--- src/design/mmc_map.svh ---
// Register indices, field positions, reset values and masks of the memory map control unit
// Notes on behaviour
// - RAM position accepts only its first write in normal and emulation modes.
// - Position writes steer address decoding one cycle after the write.
// - RAM position bits 7:3 give the top five bits of the RAM base.
// - RAM align bit clear places RAM low in its space, set places it high.
// - Register block position accepts only its first write in normal and emulation modes.
// - Register block spans 1K or 2K, on any 2K boundary below 32K.
// - Register block base is a fixed zero plus position bits 6:3.
// - This unit's registers sit at the register block base plus four times their index.
// - Two read-only size registers at 0x1C and 0x1D report sizing switches.
// - Page index register at 0x30 holds six bits; upper two read zero.
// - EEPROM position at 0x12 holds base bits 7:3 and map enable bit 0.
// - Control register at 0x13 holds stretch, upper-half-only and program enable.
// - Each core access selects RAM, EEPROM, program or registers, or external in expanded modes; an unmapped single-chip access selects nothing.
// - No pins: every port connects to logic inside the core.
// - Stretch adds 0 to 3 cycles on external accesses; none in single-chip modes.
// - EEPROM map enable is writable at any time in every mode.
// - With EEPROM enabled and a nonzero EEPROM size switch, EEPROM decodes at its five base bits; size switch 00 maps no EEPROM.
// - Program enable clear removes program memory from the map.
`ifndef MMC_MAP_SVH
`define MMC_MAP_SVH

`define IDX_RAM_POS 8'h10
`define IDX_REG_POS 8'h11
`define IDX_EE_POS 8'h12
`define IDX_CTRL 8'h13
`define IDX_TEST0 8'h14
`define IDX_TEST1 8'h17
`define IDX_SIZE0 8'h1C
`define IDX_SIZE1 8'h1D
`define IDX_PAGE 8'h30
`define IDX_PAGE_RSVD 8'h31

`define MASK_RAM_POS 8'hF9
`define MASK_REG_POS 8'h78
`define MASK_EE_POS 8'hF9
`define MASK_CTRL 8'h0F
`define MASK_PAGE 8'h3F
`define MASK_EE_BASE 8'hF8
`define MASK_EE_EN 8'h01

`define RST_RAM_POS 8'h08
`define RST_REG_POS 8'h00
`define RST_EE_POS 8'h10
`define RST_CTRL 8'h0D
`define RST_CTRL_TEST 8'h0C
`define RST_PAGE 8'h00

`define BASE_MSB 7
`define BASE_LSB 3
`define ALIGN_BIT 0
`define EE_EN_BIT 0
`define PROG_EN_BIT 0
`define PROG_UPPER_BIT 1
`define STRETCH_MSB 3
`define STRETCH_LSB 2

`define SPACE_2K_BITS 11
`define REG_1K_BITS 10

`endif

--- src/design/mmc_pkg.sv ---
// Types and mode helpers shared by the memory map control unit
package mmc_pkg;

    typedef enum logic [2:0] {
        MODE_SPECIAL_SINGLE = 3'b000,
        MODE_EMULATION_NARROW = 3'b001,
        MODE_SPECIAL_TEST = 3'b010,
        MODE_EMULATION_WIDE = 3'b011,
        MODE_NORMAL_SINGLE = 3'b100,
        MODE_NORMAL_NARROW = 3'b101,
        MODE_PERIPHERAL = 3'b110,
        MODE_NORMAL_WIDE = 3'b111
    } op_mode_t;

    typedef struct packed {
        logic valid;
        logic [15:0] addr;
    } core_req_t;

    typedef struct packed {
        logic regspace_size_switch;
        logic [1:0] eeprom_size_switch;
        logic [2:0] ram_size_switch;
        logic [1:0] progmem_size_switch;
        logic [1:0] page_space_switch;
    } size_sw_t;

    typedef struct packed {
        logic [4:0] ram_base;
        logic ram_top_align;
        logic [4:0] reg_base;
        logic [4:0] eeprom_base_bits;
        logic eeprom_map_enable;
        logic progmem_map_enable;
        logic progmem_upper_half_only;
        logic [1:0] external_stretch_sel;
    } map_cfg_t;

    typedef struct packed {
        logic ram;
        logic regs;
        logic eeprom;
        logic progmem;
        logic external;
    } mem_sel_t;

    typedef struct packed {
        mem_sel_t sel;
        logic [1:0] stretch;
        logic emulation_chip_select_n;
        logic external_chip_select_n;
    } decode_out_t;

    // Special modes lift the write-once restriction
    function automatic logic is_special(input op_mode_t m);
        return !m[2] && (m != MODE_EMULATION_NARROW) && (m != MODE_EMULATION_WIDE) || m == MODE_PERIPHERAL;
    endfunction : is_special

    function automatic logic is_expanded(input op_mode_t m);
        return m[0] || m == MODE_SPECIAL_TEST;
    endfunction : is_expanded

endpackage : mmc_pkg

--- src/design/mem_decoder.sv ---
// Address decoder that turns a core address and the map setup into a resource select
`timescale 1ns/1ps
`include "mmc_map.svh"
module mem_decoder
    import mmc_pkg::*;
(
    input wire core_req_t req,
    input wire op_mode_t mode,
    input wire map_cfg_t cfg,
    input wire size_sw_t sizes,
    output decode_out_t dec
);

    wire [15:0] a = req.addr;
    wire [10:0] off2k = a[10:0];
    // Wide enough that the top switch codes clamp to 2K rather than overflow to zero
    wire [15:0] ram_bytes = 16'h0080 << sizes.ram_size_switch;
    wire [11:0] ram_size = (ram_bytes > 16'h0800) ? 12'h800 : ram_bytes[11:0];
    wire [11:0] ram_low_edge = 12'h800 - ram_size;
    wire [14:0] ee_bytes = {2'b00, 13'h0400} << sizes.eeprom_size_switch;
    wire ee_sized = sizes.eeprom_size_switch != 2'b00;
    wire [15:0] ee_base = {cfg.eeprom_base_bits, 11'h000};
    wire [16:0] ee_end = {1'b0, ee_base} + {2'b00, ee_bytes};
    wire reg_in_2k = a[15:11] == cfg.reg_base;
    wire reg_hit = reg_in_2k && (sizes.regspace_size_switch || !a[`REG_1K_BITS]);
    wire ram_in_2k = a[15:11] == cfg.ram_base;
    wire ram_pos = cfg.ram_top_align ? ({1'b0, off2k} >= ram_low_edge) : ({1'b0, off2k} < ram_size);
    wire ram_hit = ram_in_2k && ram_pos;
    wire ee_hit = cfg.eeprom_map_enable && ee_sized && a >= ee_base && {1'b0, a} < ee_end;
    wire lower_fixed = a[15:14] == 2'b01;
    wire prog_hit = cfg.progmem_map_enable && a[15:14] != 2'b00 && !(cfg.progmem_upper_half_only && lower_fixed);
    wire expanded = is_expanded(mode);

    // Registers win over RAM, RAM over EEPROM, EEPROM over program memory
    wire s_reg = req.valid && reg_hit;
    wire s_ram = req.valid && !reg_hit && ram_hit;
    wire s_ee = req.valid && !reg_hit && !ram_hit && ee_hit;
    wire s_prog = req.valid && !reg_hit && !ram_hit && !ee_hit && prog_hit;
    wire s_ext = req.valid && expanded && !reg_hit && !ram_hit && !ee_hit && !prog_hit;
    wire emu = mode == MODE_EMULATION_NARROW || mode == MODE_EMULATION_WIDE;

    assign dec.sel.regs = s_reg;
    assign dec.sel.ram = s_ram;
    assign dec.sel.eeprom = s_ee;
    assign dec.sel.progmem = s_prog;
    assign dec.sel.external = s_ext;
    assign dec.stretch = s_ext ? cfg.external_stretch_sel : 2'b00;
    assign dec.emulation_chip_select_n = !(emu && s_prog);
    assign dec.external_chip_select_n = !s_ext;

endmodule : mem_decoder

--- src/design/memory_map_control_regs.sv ---
// Memory map control registers with an APB slave and registered core address decode
//
// Our own choice: register access over APB.
`timescale 1ns/1ps
`include "mmc_map.svh"
module memory_map_control_regs
    import mmc_pkg::*;
#(
    parameter bit EE_BASE_WRITE_ONCE = 1'b0
)
(
    input wire logic pclk,
    input wire logic presetn,
    input wire logic [15:0] paddr,
    input wire logic psel,
    input wire logic penable,
    input wire logic pwrite,
    input wire logic [31:0] pwdata,
    output logic [31:0] prdata,
    output logic pready,
    output logic pslverr,
    input wire op_mode_t op_mode,
    input wire size_sw_t size_sw,
    input wire core_req_t core_req,
    output decode_out_t core_decode,
    output logic [5:0] page_index_bits,
    output map_cfg_t map_cfg
);

    ////////////////////////////////////////////////////////////////////////////
    // Register storage

    logic [7:0] ram_base_position;
    logic [7:0] register_block_position;
    logic [7:0] eeprom_base_position;
    logic [7:0] system_control_extra;
    logic [7:0] program_page_index;

    logic lock_ram;
    logic lock_reg;
    logic lock_ee;
    logic lock_ctrl;
    logic init_done;

    ////////////////////////////////////////////////////////////////////////////
    // APB address decode

    function automatic logic idx_hit(input logic [10:0] off, input logic [7:0] idx);
        return off == {1'b0, idx, 2'b00};
    endfunction : idx_hit

    wire [4:0] reg_base_now = {1'b0, register_block_position[6:3]};
    wire [10:0] poff = paddr[10:0];
    wire in_block = paddr[15:11] == reg_base_now;

    wire hit_ram = in_block && idx_hit(poff, `IDX_RAM_POS);
    wire hit_reg = in_block && idx_hit(poff, `IDX_REG_POS);
    wire hit_ee = in_block && idx_hit(poff, `IDX_EE_POS);
    wire hit_ctrl = in_block && idx_hit(poff, `IDX_CTRL);
    wire hit_size0 = in_block && idx_hit(poff, `IDX_SIZE0);
    wire hit_size1 = in_block && idx_hit(poff, `IDX_SIZE1);
    wire hit_page = in_block && idx_hit(poff, `IDX_PAGE);
    wire hit_rsvd_page = in_block && idx_hit(poff, `IDX_PAGE_RSVD);

    // The whole test window reads zero, so any word inside it is accepted
    wire [7:0] word_idx = poff[9:2];
    wire hit_test = in_block && !poff[10] && poff[1:0] == 2'b00 &&
                    word_idx >= `IDX_TEST0 && word_idx <= `IDX_TEST1;

    wire mapped = hit_ram || hit_reg || hit_ee || hit_ctrl || hit_size0 ||
                  hit_size1 || hit_page || hit_rsvd_page || hit_test;

    wire setup_phase = psel && !penable;
    wire access_phase = psel && penable;
    wire wr_ok = access_phase && pwrite && mapped;
    wire [7:0] wbyte = pwdata[7:0];

    ////////////////////////////////////////////////////////////////////////////
    // Write permission

    wire special = is_special(op_mode);

    wire may_ram = special || !lock_ram;
    wire may_reg = special || !lock_reg;
    wire may_ee_base = special || !EE_BASE_WRITE_ONCE || !lock_ee;
    wire may_ctrl = special || !lock_ctrl;

    wire wr_ram = wr_ok && hit_ram && may_ram;
    wire wr_reg = wr_ok && hit_reg && may_reg;
    wire wr_ee = wr_ok && hit_ee;
    wire wr_ctrl = wr_ok && hit_ctrl && may_ctrl;
    wire wr_page = wr_ok && hit_page;

    ////////////////////////////////////////////////////////////////////////////
    // Next register values

    wire [7:0] next_ram = wbyte & `MASK_RAM_POS;
    wire [7:0] next_reg = wbyte & `MASK_REG_POS;
    wire [7:0] ee_base_kept = eeprom_base_position & `MASK_EE_BASE;
    wire [7:0] ee_base_new = wbyte & `MASK_EE_BASE;
    wire [7:0] ee_en_new = wbyte & `MASK_EE_EN;
    // Map enable always follows the write, the base only when allowed
    wire [7:0] next_ee = (may_ee_base ? ee_base_new : ee_base_kept) | ee_en_new;
    wire [7:0] next_ctrl = wbyte & `MASK_CTRL;
    wire [7:0] next_page = wbyte & `MASK_PAGE;

    ////////////////////////////////////////////////////////////////////////////
    // Registers

    always_ff @(posedge pclk or negedge presetn) begin
        if (!presetn) begin
            ram_base_position <= `RST_RAM_POS;
        end else if (wr_ram) begin
            ram_base_position <= next_ram;
        end
    end

    always_ff @(posedge pclk or negedge presetn) begin
        if (!presetn) begin
            register_block_position <= `RST_REG_POS;
        end else if (wr_reg) begin
            register_block_position <= next_reg;
        end
    end

    always_ff @(posedge pclk or negedge presetn) begin
        if (!presetn) begin
            eeprom_base_position <= `RST_EE_POS;
        end else if (wr_ee) begin
            eeprom_base_position <= next_ee;
        end
    end

    // Special test mode comes out of reset with program memory unmapped;
    // the mode is a level, so it is applied one clock after reset release
    wire [7:0] ctrl_start = (op_mode == MODE_SPECIAL_TEST) ? `RST_CTRL_TEST : `RST_CTRL;

    always_ff @(posedge pclk or negedge presetn) begin
        if (!presetn) begin
            system_control_extra <= `RST_CTRL;
        end else if (!init_done) begin
            system_control_extra <= ctrl_start;
        end else if (wr_ctrl) begin
            system_control_extra <= next_ctrl;
        end
    end

    always_ff @(posedge pclk or negedge presetn) begin
        if (!presetn) begin
            program_page_index <= `RST_PAGE;
        end else if (wr_page) begin
            program_page_index <= next_page;
        end
    end

    always_ff @(posedge pclk or negedge presetn) begin
        if (!presetn) begin
            init_done <= 1'b0;
        end else begin
            init_done <= 1'b1;
        end
    end

    ////////////////////////////////////////////////////////////////////////////
    // Write-once locks, set by the first write outside special modes

    always_ff @(posedge pclk or negedge presetn) begin
        if (!presetn) begin
            lock_ram <= 1'b0;
            lock_reg <= 1'b0;
            lock_ee <= 1'b0;
            lock_ctrl <= 1'b0;
        end else begin
            lock_ram <= lock_ram || (wr_ram && !special);
            lock_reg <= lock_reg || (wr_reg && !special);
            lock_ee <= lock_ee || (wr_ee && !special);
            lock_ctrl <= lock_ctrl || (wr_ctrl && !special);
        end
    end

    ////////////////////////////////////////////////////////////////////////////
    // Read path

    // Size registers mirror the integration switches at read time
    wire [7:0] size0 = {size_sw.regspace_size_switch, 1'b0, size_sw.eeprom_size_switch,
                        1'b0, size_sw.ram_size_switch};
    wire [7:0] size1 = {size_sw.progmem_size_switch, 4'h0, size_sw.page_space_switch};

    wire [7:0] rd_byte =
        hit_ram ? ram_base_position :
        hit_reg ? register_block_position :
        hit_ee ? eeprom_base_position :
        hit_ctrl ? system_control_extra :
        hit_size0 ? size0 :
        hit_size1 ? size1 :
        hit_page ? program_page_index :
        8'h00;

    // Read data is captured in the setup cycle so the access phase needs no wait
    always_ff @(posedge pclk or negedge presetn) begin
        if (!presetn) begin
            prdata <= 32'h00000000;
        end else if (setup_phase) begin
            prdata <= (!pwrite && mapped) ? {24'h000000, rd_byte} : 32'h00000000;
        end
    end

    assign pready = 1'b1;
    assign pslverr = access_phase && !mapped;

    ////////////////////////////////////////////////////////////////////////////
    // Active map setup, one cycle behind the registers

    map_cfg_t next_cfg;
    map_cfg_t cfg_q;

    assign next_cfg.ram_base = ram_base_position[`BASE_MSB:`BASE_LSB];
    assign next_cfg.ram_top_align = ram_base_position[`ALIGN_BIT];
    assign next_cfg.reg_base = reg_base_now;
    assign next_cfg.eeprom_base_bits = eeprom_base_position[`BASE_MSB:`BASE_LSB];
    assign next_cfg.eeprom_map_enable = eeprom_base_position[`EE_EN_BIT];
    assign next_cfg.progmem_map_enable = system_control_extra[`PROG_EN_BIT];
    assign next_cfg.progmem_upper_half_only = system_control_extra[`PROG_UPPER_BIT];
    assign next_cfg.external_stretch_sel = system_control_extra[`STRETCH_MSB:`STRETCH_LSB];

    // The extra stage keeps a position write from redirecting the access
    // that is running in the same cycle
    always_ff @(posedge pclk or negedge presetn) begin
        if (!presetn) begin
            cfg_q <= '0;
        end else begin
            cfg_q <= next_cfg;
        end
    end

    assign map_cfg = cfg_q;

    ////////////////////////////////////////////////////////////////////////////
    // Core access decode

    decode_out_t dec_now;

    mem_decoder u_dec (
        .req(core_req),
        .mode(op_mode),
        .cfg(cfg_q),
        .sizes(size_sw),
        .dec(dec_now)
    );

    always_ff @(posedge pclk or negedge presetn) begin
        if (!presetn) begin
            core_decode <= '{sel: '0, stretch: 2'b00,
                             emulation_chip_select_n: 1'b1, external_chip_select_n: 1'b1};
        end else begin
            core_decode <= dec_now;
        end
    end

    assign page_index_bits = program_page_index[5:0];

endmodule : memory_map_control_regs

--- config.mk ---
export PLATFORM = sky130hd
export DESIGN_NAME = memory_map_control_regs
export DESIGN_NICKNAME = d
export VERILOG_FILES = /design/src/design/mmc_pkg.sv /design/src/design/mem_decoder.sv /design/src/design/memory_map_control_regs.sv
export VERILOG_INCLUDE_DIRS = /design/src /design/src/design
export SDC_FILE = /design/constraint.sdc
export NUM_CORES = 1
export LEC_CHECK = 0
export BUFFER_PORTS_ARGS = -buffer_cell sky130_fd_sc_hd__clkbuf_2
export CORE_MARGIN = 2
export CORE_UTILIZATION = 39
export CTS_CLUSTER_DIAMETER = 30
export DETAILED_ROUTE_END_ITERATION = 12
export GPL_TIMING_DRIVEN = 1
export PLACE_DENSITY_LB_ADDON = 0.08
export SYNTH_ARGS = -nofsm -noshare
export SYNTH_HDL_FRONTEND = slang
export SYNTH_SLANG_ARGS = --single-unit
--- constraint.sdc ---
create_clock -name pclk -period 2.6 [get_ports pclk]
set_input_delay 0.39 -clock pclk [delete_from_list [all_inputs] [get_ports pclk]]
set_output_delay 0.39 -clock pclk [all_outputs]
set_load 0.02 [all_outputs]
==> run summary <==
• 80 ps — clock slew at the register clock pins of the worst setup and hold paths
• 15100 µm — global-route wire length before repair
• 2740 ps — Worst Path Arrival
• 6.25 ps — final setup skew
• 2.34 nW — standby leakage power
• 0 — Final Hold Fails
• 603 — Non-Filler Instances
• 0 — final number of setup-violating endpoints
• 0.475 — share of total power in sequential cells
• 65 — Distinct cells, synth
• 102 µm — Die Span X
• 0 — EDFF count, synth
• complete, no violations — status
• 0 — number of nets still failing antenna checks after routing
• 10500 µm² — Die Outline Area
• yes — clock tree from TritonCTS
• 0.000620 W — Net Sw Power
• map_cfg[5]$_DFF_PN0_ — CP startpoint
• 0.406 GHz — highest clock frequency the design can meet
• 153 — top-level I/O count
• 218 µV — Worst VDD drop
• 3051 — total vias in the final route
• 3 — H-tree depth
• 2 — maximum number of buffers from clock root to sink
• 0 — DRC violations left
• 67 — Yosys reg bits
• 102 µm — chip height
• 7750 µm — HPWL after detailed placement
• core_decode[0]$_DFF_PN1_ — reg-to-reg endpoint
• 587 — number of placed instances, taps included
• register to register — class of the most critical setup path
• 9 — CTS buffer count
• 6 — number of detailed-route iterations in the first pass
• 0.846 — RePlAce Congestion
• 0 ps — final total negative setup slack
• 102 — number of port buffers
• 38 — pin count of the biggest net entering global routing
• 3780 µm² — area of the mapped netlist
• 0.446 — sequential cell area fraction in the yosys report
• 123 — Starting DRT DRC Count
• 0.500 — final core utilization
• 0.00222 W — total power
• 731 ps — Worst Tran Pin Value
• 0.373 — fraction of final layout cells sized beyond drive strength 1
• 23.4% — Syn-to-layout area delta
• 476 nW/µm² — Power Dens Cells
• 140 ps — setup slack, reg-to-reg
• 10.8 µm² — synthesized area per cell
• 0 — setup bufs post-CTS
• sky130_fd_sc_hd__dfrtp_1 — main flop type after synthesis
• 0 — count of yosys warnings during synthesis
• 35 — total number of placement rows
• register — type of origin of the critical path
• 9600 µm — final wirelength
• 0 — # Max-Cap Violations
• 0.131 — combinational group share of total power
• 0.279 — sw frac
• 574 — Final nets
• 5.06 — vias per cell
• 0 — max-slew violation total from the final report
• 911 — fill count
• 0 — final global-route overflow total
• 351 — post-synthesis cell count
• 0.947 — fraction of the cycle the final worst path needs
• 0.395 — part of the power in the clock network
• 1.00 — fraction of registers with async set/reset
• register — type of destination of the critical path
• 6 — Max Fanout on Critical Path
• sky130_fd_sc_hd__clkbuf_8 — cell chosen for the clock root
• 0.00160 W — cell-internal power
• 9330 µm² — placeable core region
• map_cfg[5]$_DFF_PN0_ — source of the worst register-to-register timing path
• 0.194 — Overall Global Routing Usage
• 67 — sinks on the clock net
• 0 — n_diodes
• 2901 — number of global-route vias before repair
• 20 — max reg flops
• 2880 ps — data required time of the worst path
• 2460 ps — fin crit period
• 9 — depth of the most critical reg-to-reg path
• 0.405 — initial standard-cell utilization of the core
• 15.9 µm — WL per Instance
• input port to async pin — worst min-delay path class
• 350 ps — Worst-Skew Late Latency
• 0.513 — Relative slew margins
• 0 — number of antenna violations at the first check in global routing
==> metrics by stage <==
stage               instance area [µm²]  hold WS, ps  setup WS, ps
global placement                   4440          382          -365
finish                             4660          102           138
global route                       4660          140         -11.2
CTS                                4650          105          5.33
floorplan                          3870         94.4          8.98
detailed placement                 4440          389          -405
==> cells in the mapped netlist (all sizes together) (10+ instances only) <==
cell type | number | area share
a21oi | 11 | 0.015
inv | 18 | 0.018
nand3 | 12 | 0.017
nor2 | 15 | 0.015
ha | 21 | 0.070
buf | 28 | 0.054
xor2 | 10 | 0.023
dfrtp | 60 | 0.40
o21ai | 20 | 0.026
mux2 | 23 | 0.069
nand2 | 15 | 0.015
==> how the worst max path moves through the flow <==
| stage | to | slack [ps] | cells after the start |
|---|---|---|---|
| after global placement | core_decode[2]$_DFF_PN0_ | -370 | 12 |
| after floorplan | core_decode[2]$_DFF_PN0_ | 9 | 11 |
| after CTS | core_decode[3]$_DFF_PN0_ | 5 | 9 |
| after global routing | core_decode[3]$_DFF_PN0_ | -10 | 10 |
| final | core_decode[0]$_DFF_PN1_ | 140 | 9 |
| after detailed placement | core_decode[5]$_DFF_PN0_ | -400 | 12 |
==> critical path, stage by stage, from the launching register on <==
cell,delay (ps)
sky130_fd_sc_hd__dfrtp_1,410
sky130_fd_sc_hd__ha_1,240
sky130_fd_sc_hd__fa_1,410
sky130_fd_sc_hd__xnor2_1,150
sky130_fd_sc_hd__ha_1,270
sky130_fd_sc_hd__o211ai_1,70
sky130_fd_sc_hd__a21oi_1,220
sky130_fd_sc_hd__a2111oi_4,60
sky130_fd_sc_hd__o22a_2,240
sky130_fd_sc_hd__a211o_1,300
==> kinds of logic after synthesis <==
group / synth area share
AOI/OAI and AO/OA: 0.156
adders and majority gates: 0.0748
buffers and inverters: 0.0791
and+or+nand+nor: 0.125
muxes: 0.0791
other: 0.00199
DFF: 0.446
xor gates and xnor gates: 0.0371
==> placed cells by master (no fill, tap or decap), drive strengths merged, types with 4 or more instances in the layout <==
cell type    n
a211oi       7
a21o         4
a21oi       11
a222oi       4
and3         5
buf         16
clkbuf     110
conb        27
dfrtp       60
dfstp        7
ha          21
inv         19
mux2        23
mux2i        4
nand2       15
nand3       12
nor2        15
nor2b        7
nor3         7
nor4         5
o21a         4
o21ai       20
xnor2        6
xor2        10
==> power by group through the flow <==
stage	Clock, W	Sequential, W	Combinational (W)
global route	0.000939	0.00105	0.000327
detailed placement	0	0.00107	0.000287
floorplan	0	0.00108	0.000171
finish	0.000876	0.00105	0.000291
CTS	0.000903	0.00105	0.000290
global placement	0	0.00107	0.000282
==> final cells by class <==
class | count | area [µm²] | area share
timing repair buffer | 117 | 636 | 0.136
sequential | 67 | 1690 | 0.362
clock buffer | 9 | 124 | 0.0266
inverter | 18 | 67.6 | 0.0145
clock inverter | 7 | 76.3 | 0.0164
multi-input combinational | 256 | 1910 | 0.410
tap | 129 | 161 | 0.0346
==> repair_timing <==
item                                    CTS  global route
endpoints found under the setup margin    6             7
hold buffers                              0             0
pin swaps                                 0             1
resized for setup                         2             2
==> routing by layer <==
metal	routed length [µm]	global-route usage	vias to the layer above	part of all wire
met5	0	0	-	0
met3	585	0.0321	18	0.061
li1	-	-	1470	-
met1	4470	0.273	1448	0.47
met2	4360	0.302	115	0.45
met4	177	0.0718	0	0.018
No activity file was read; power rests on OpenSTA's default activity.
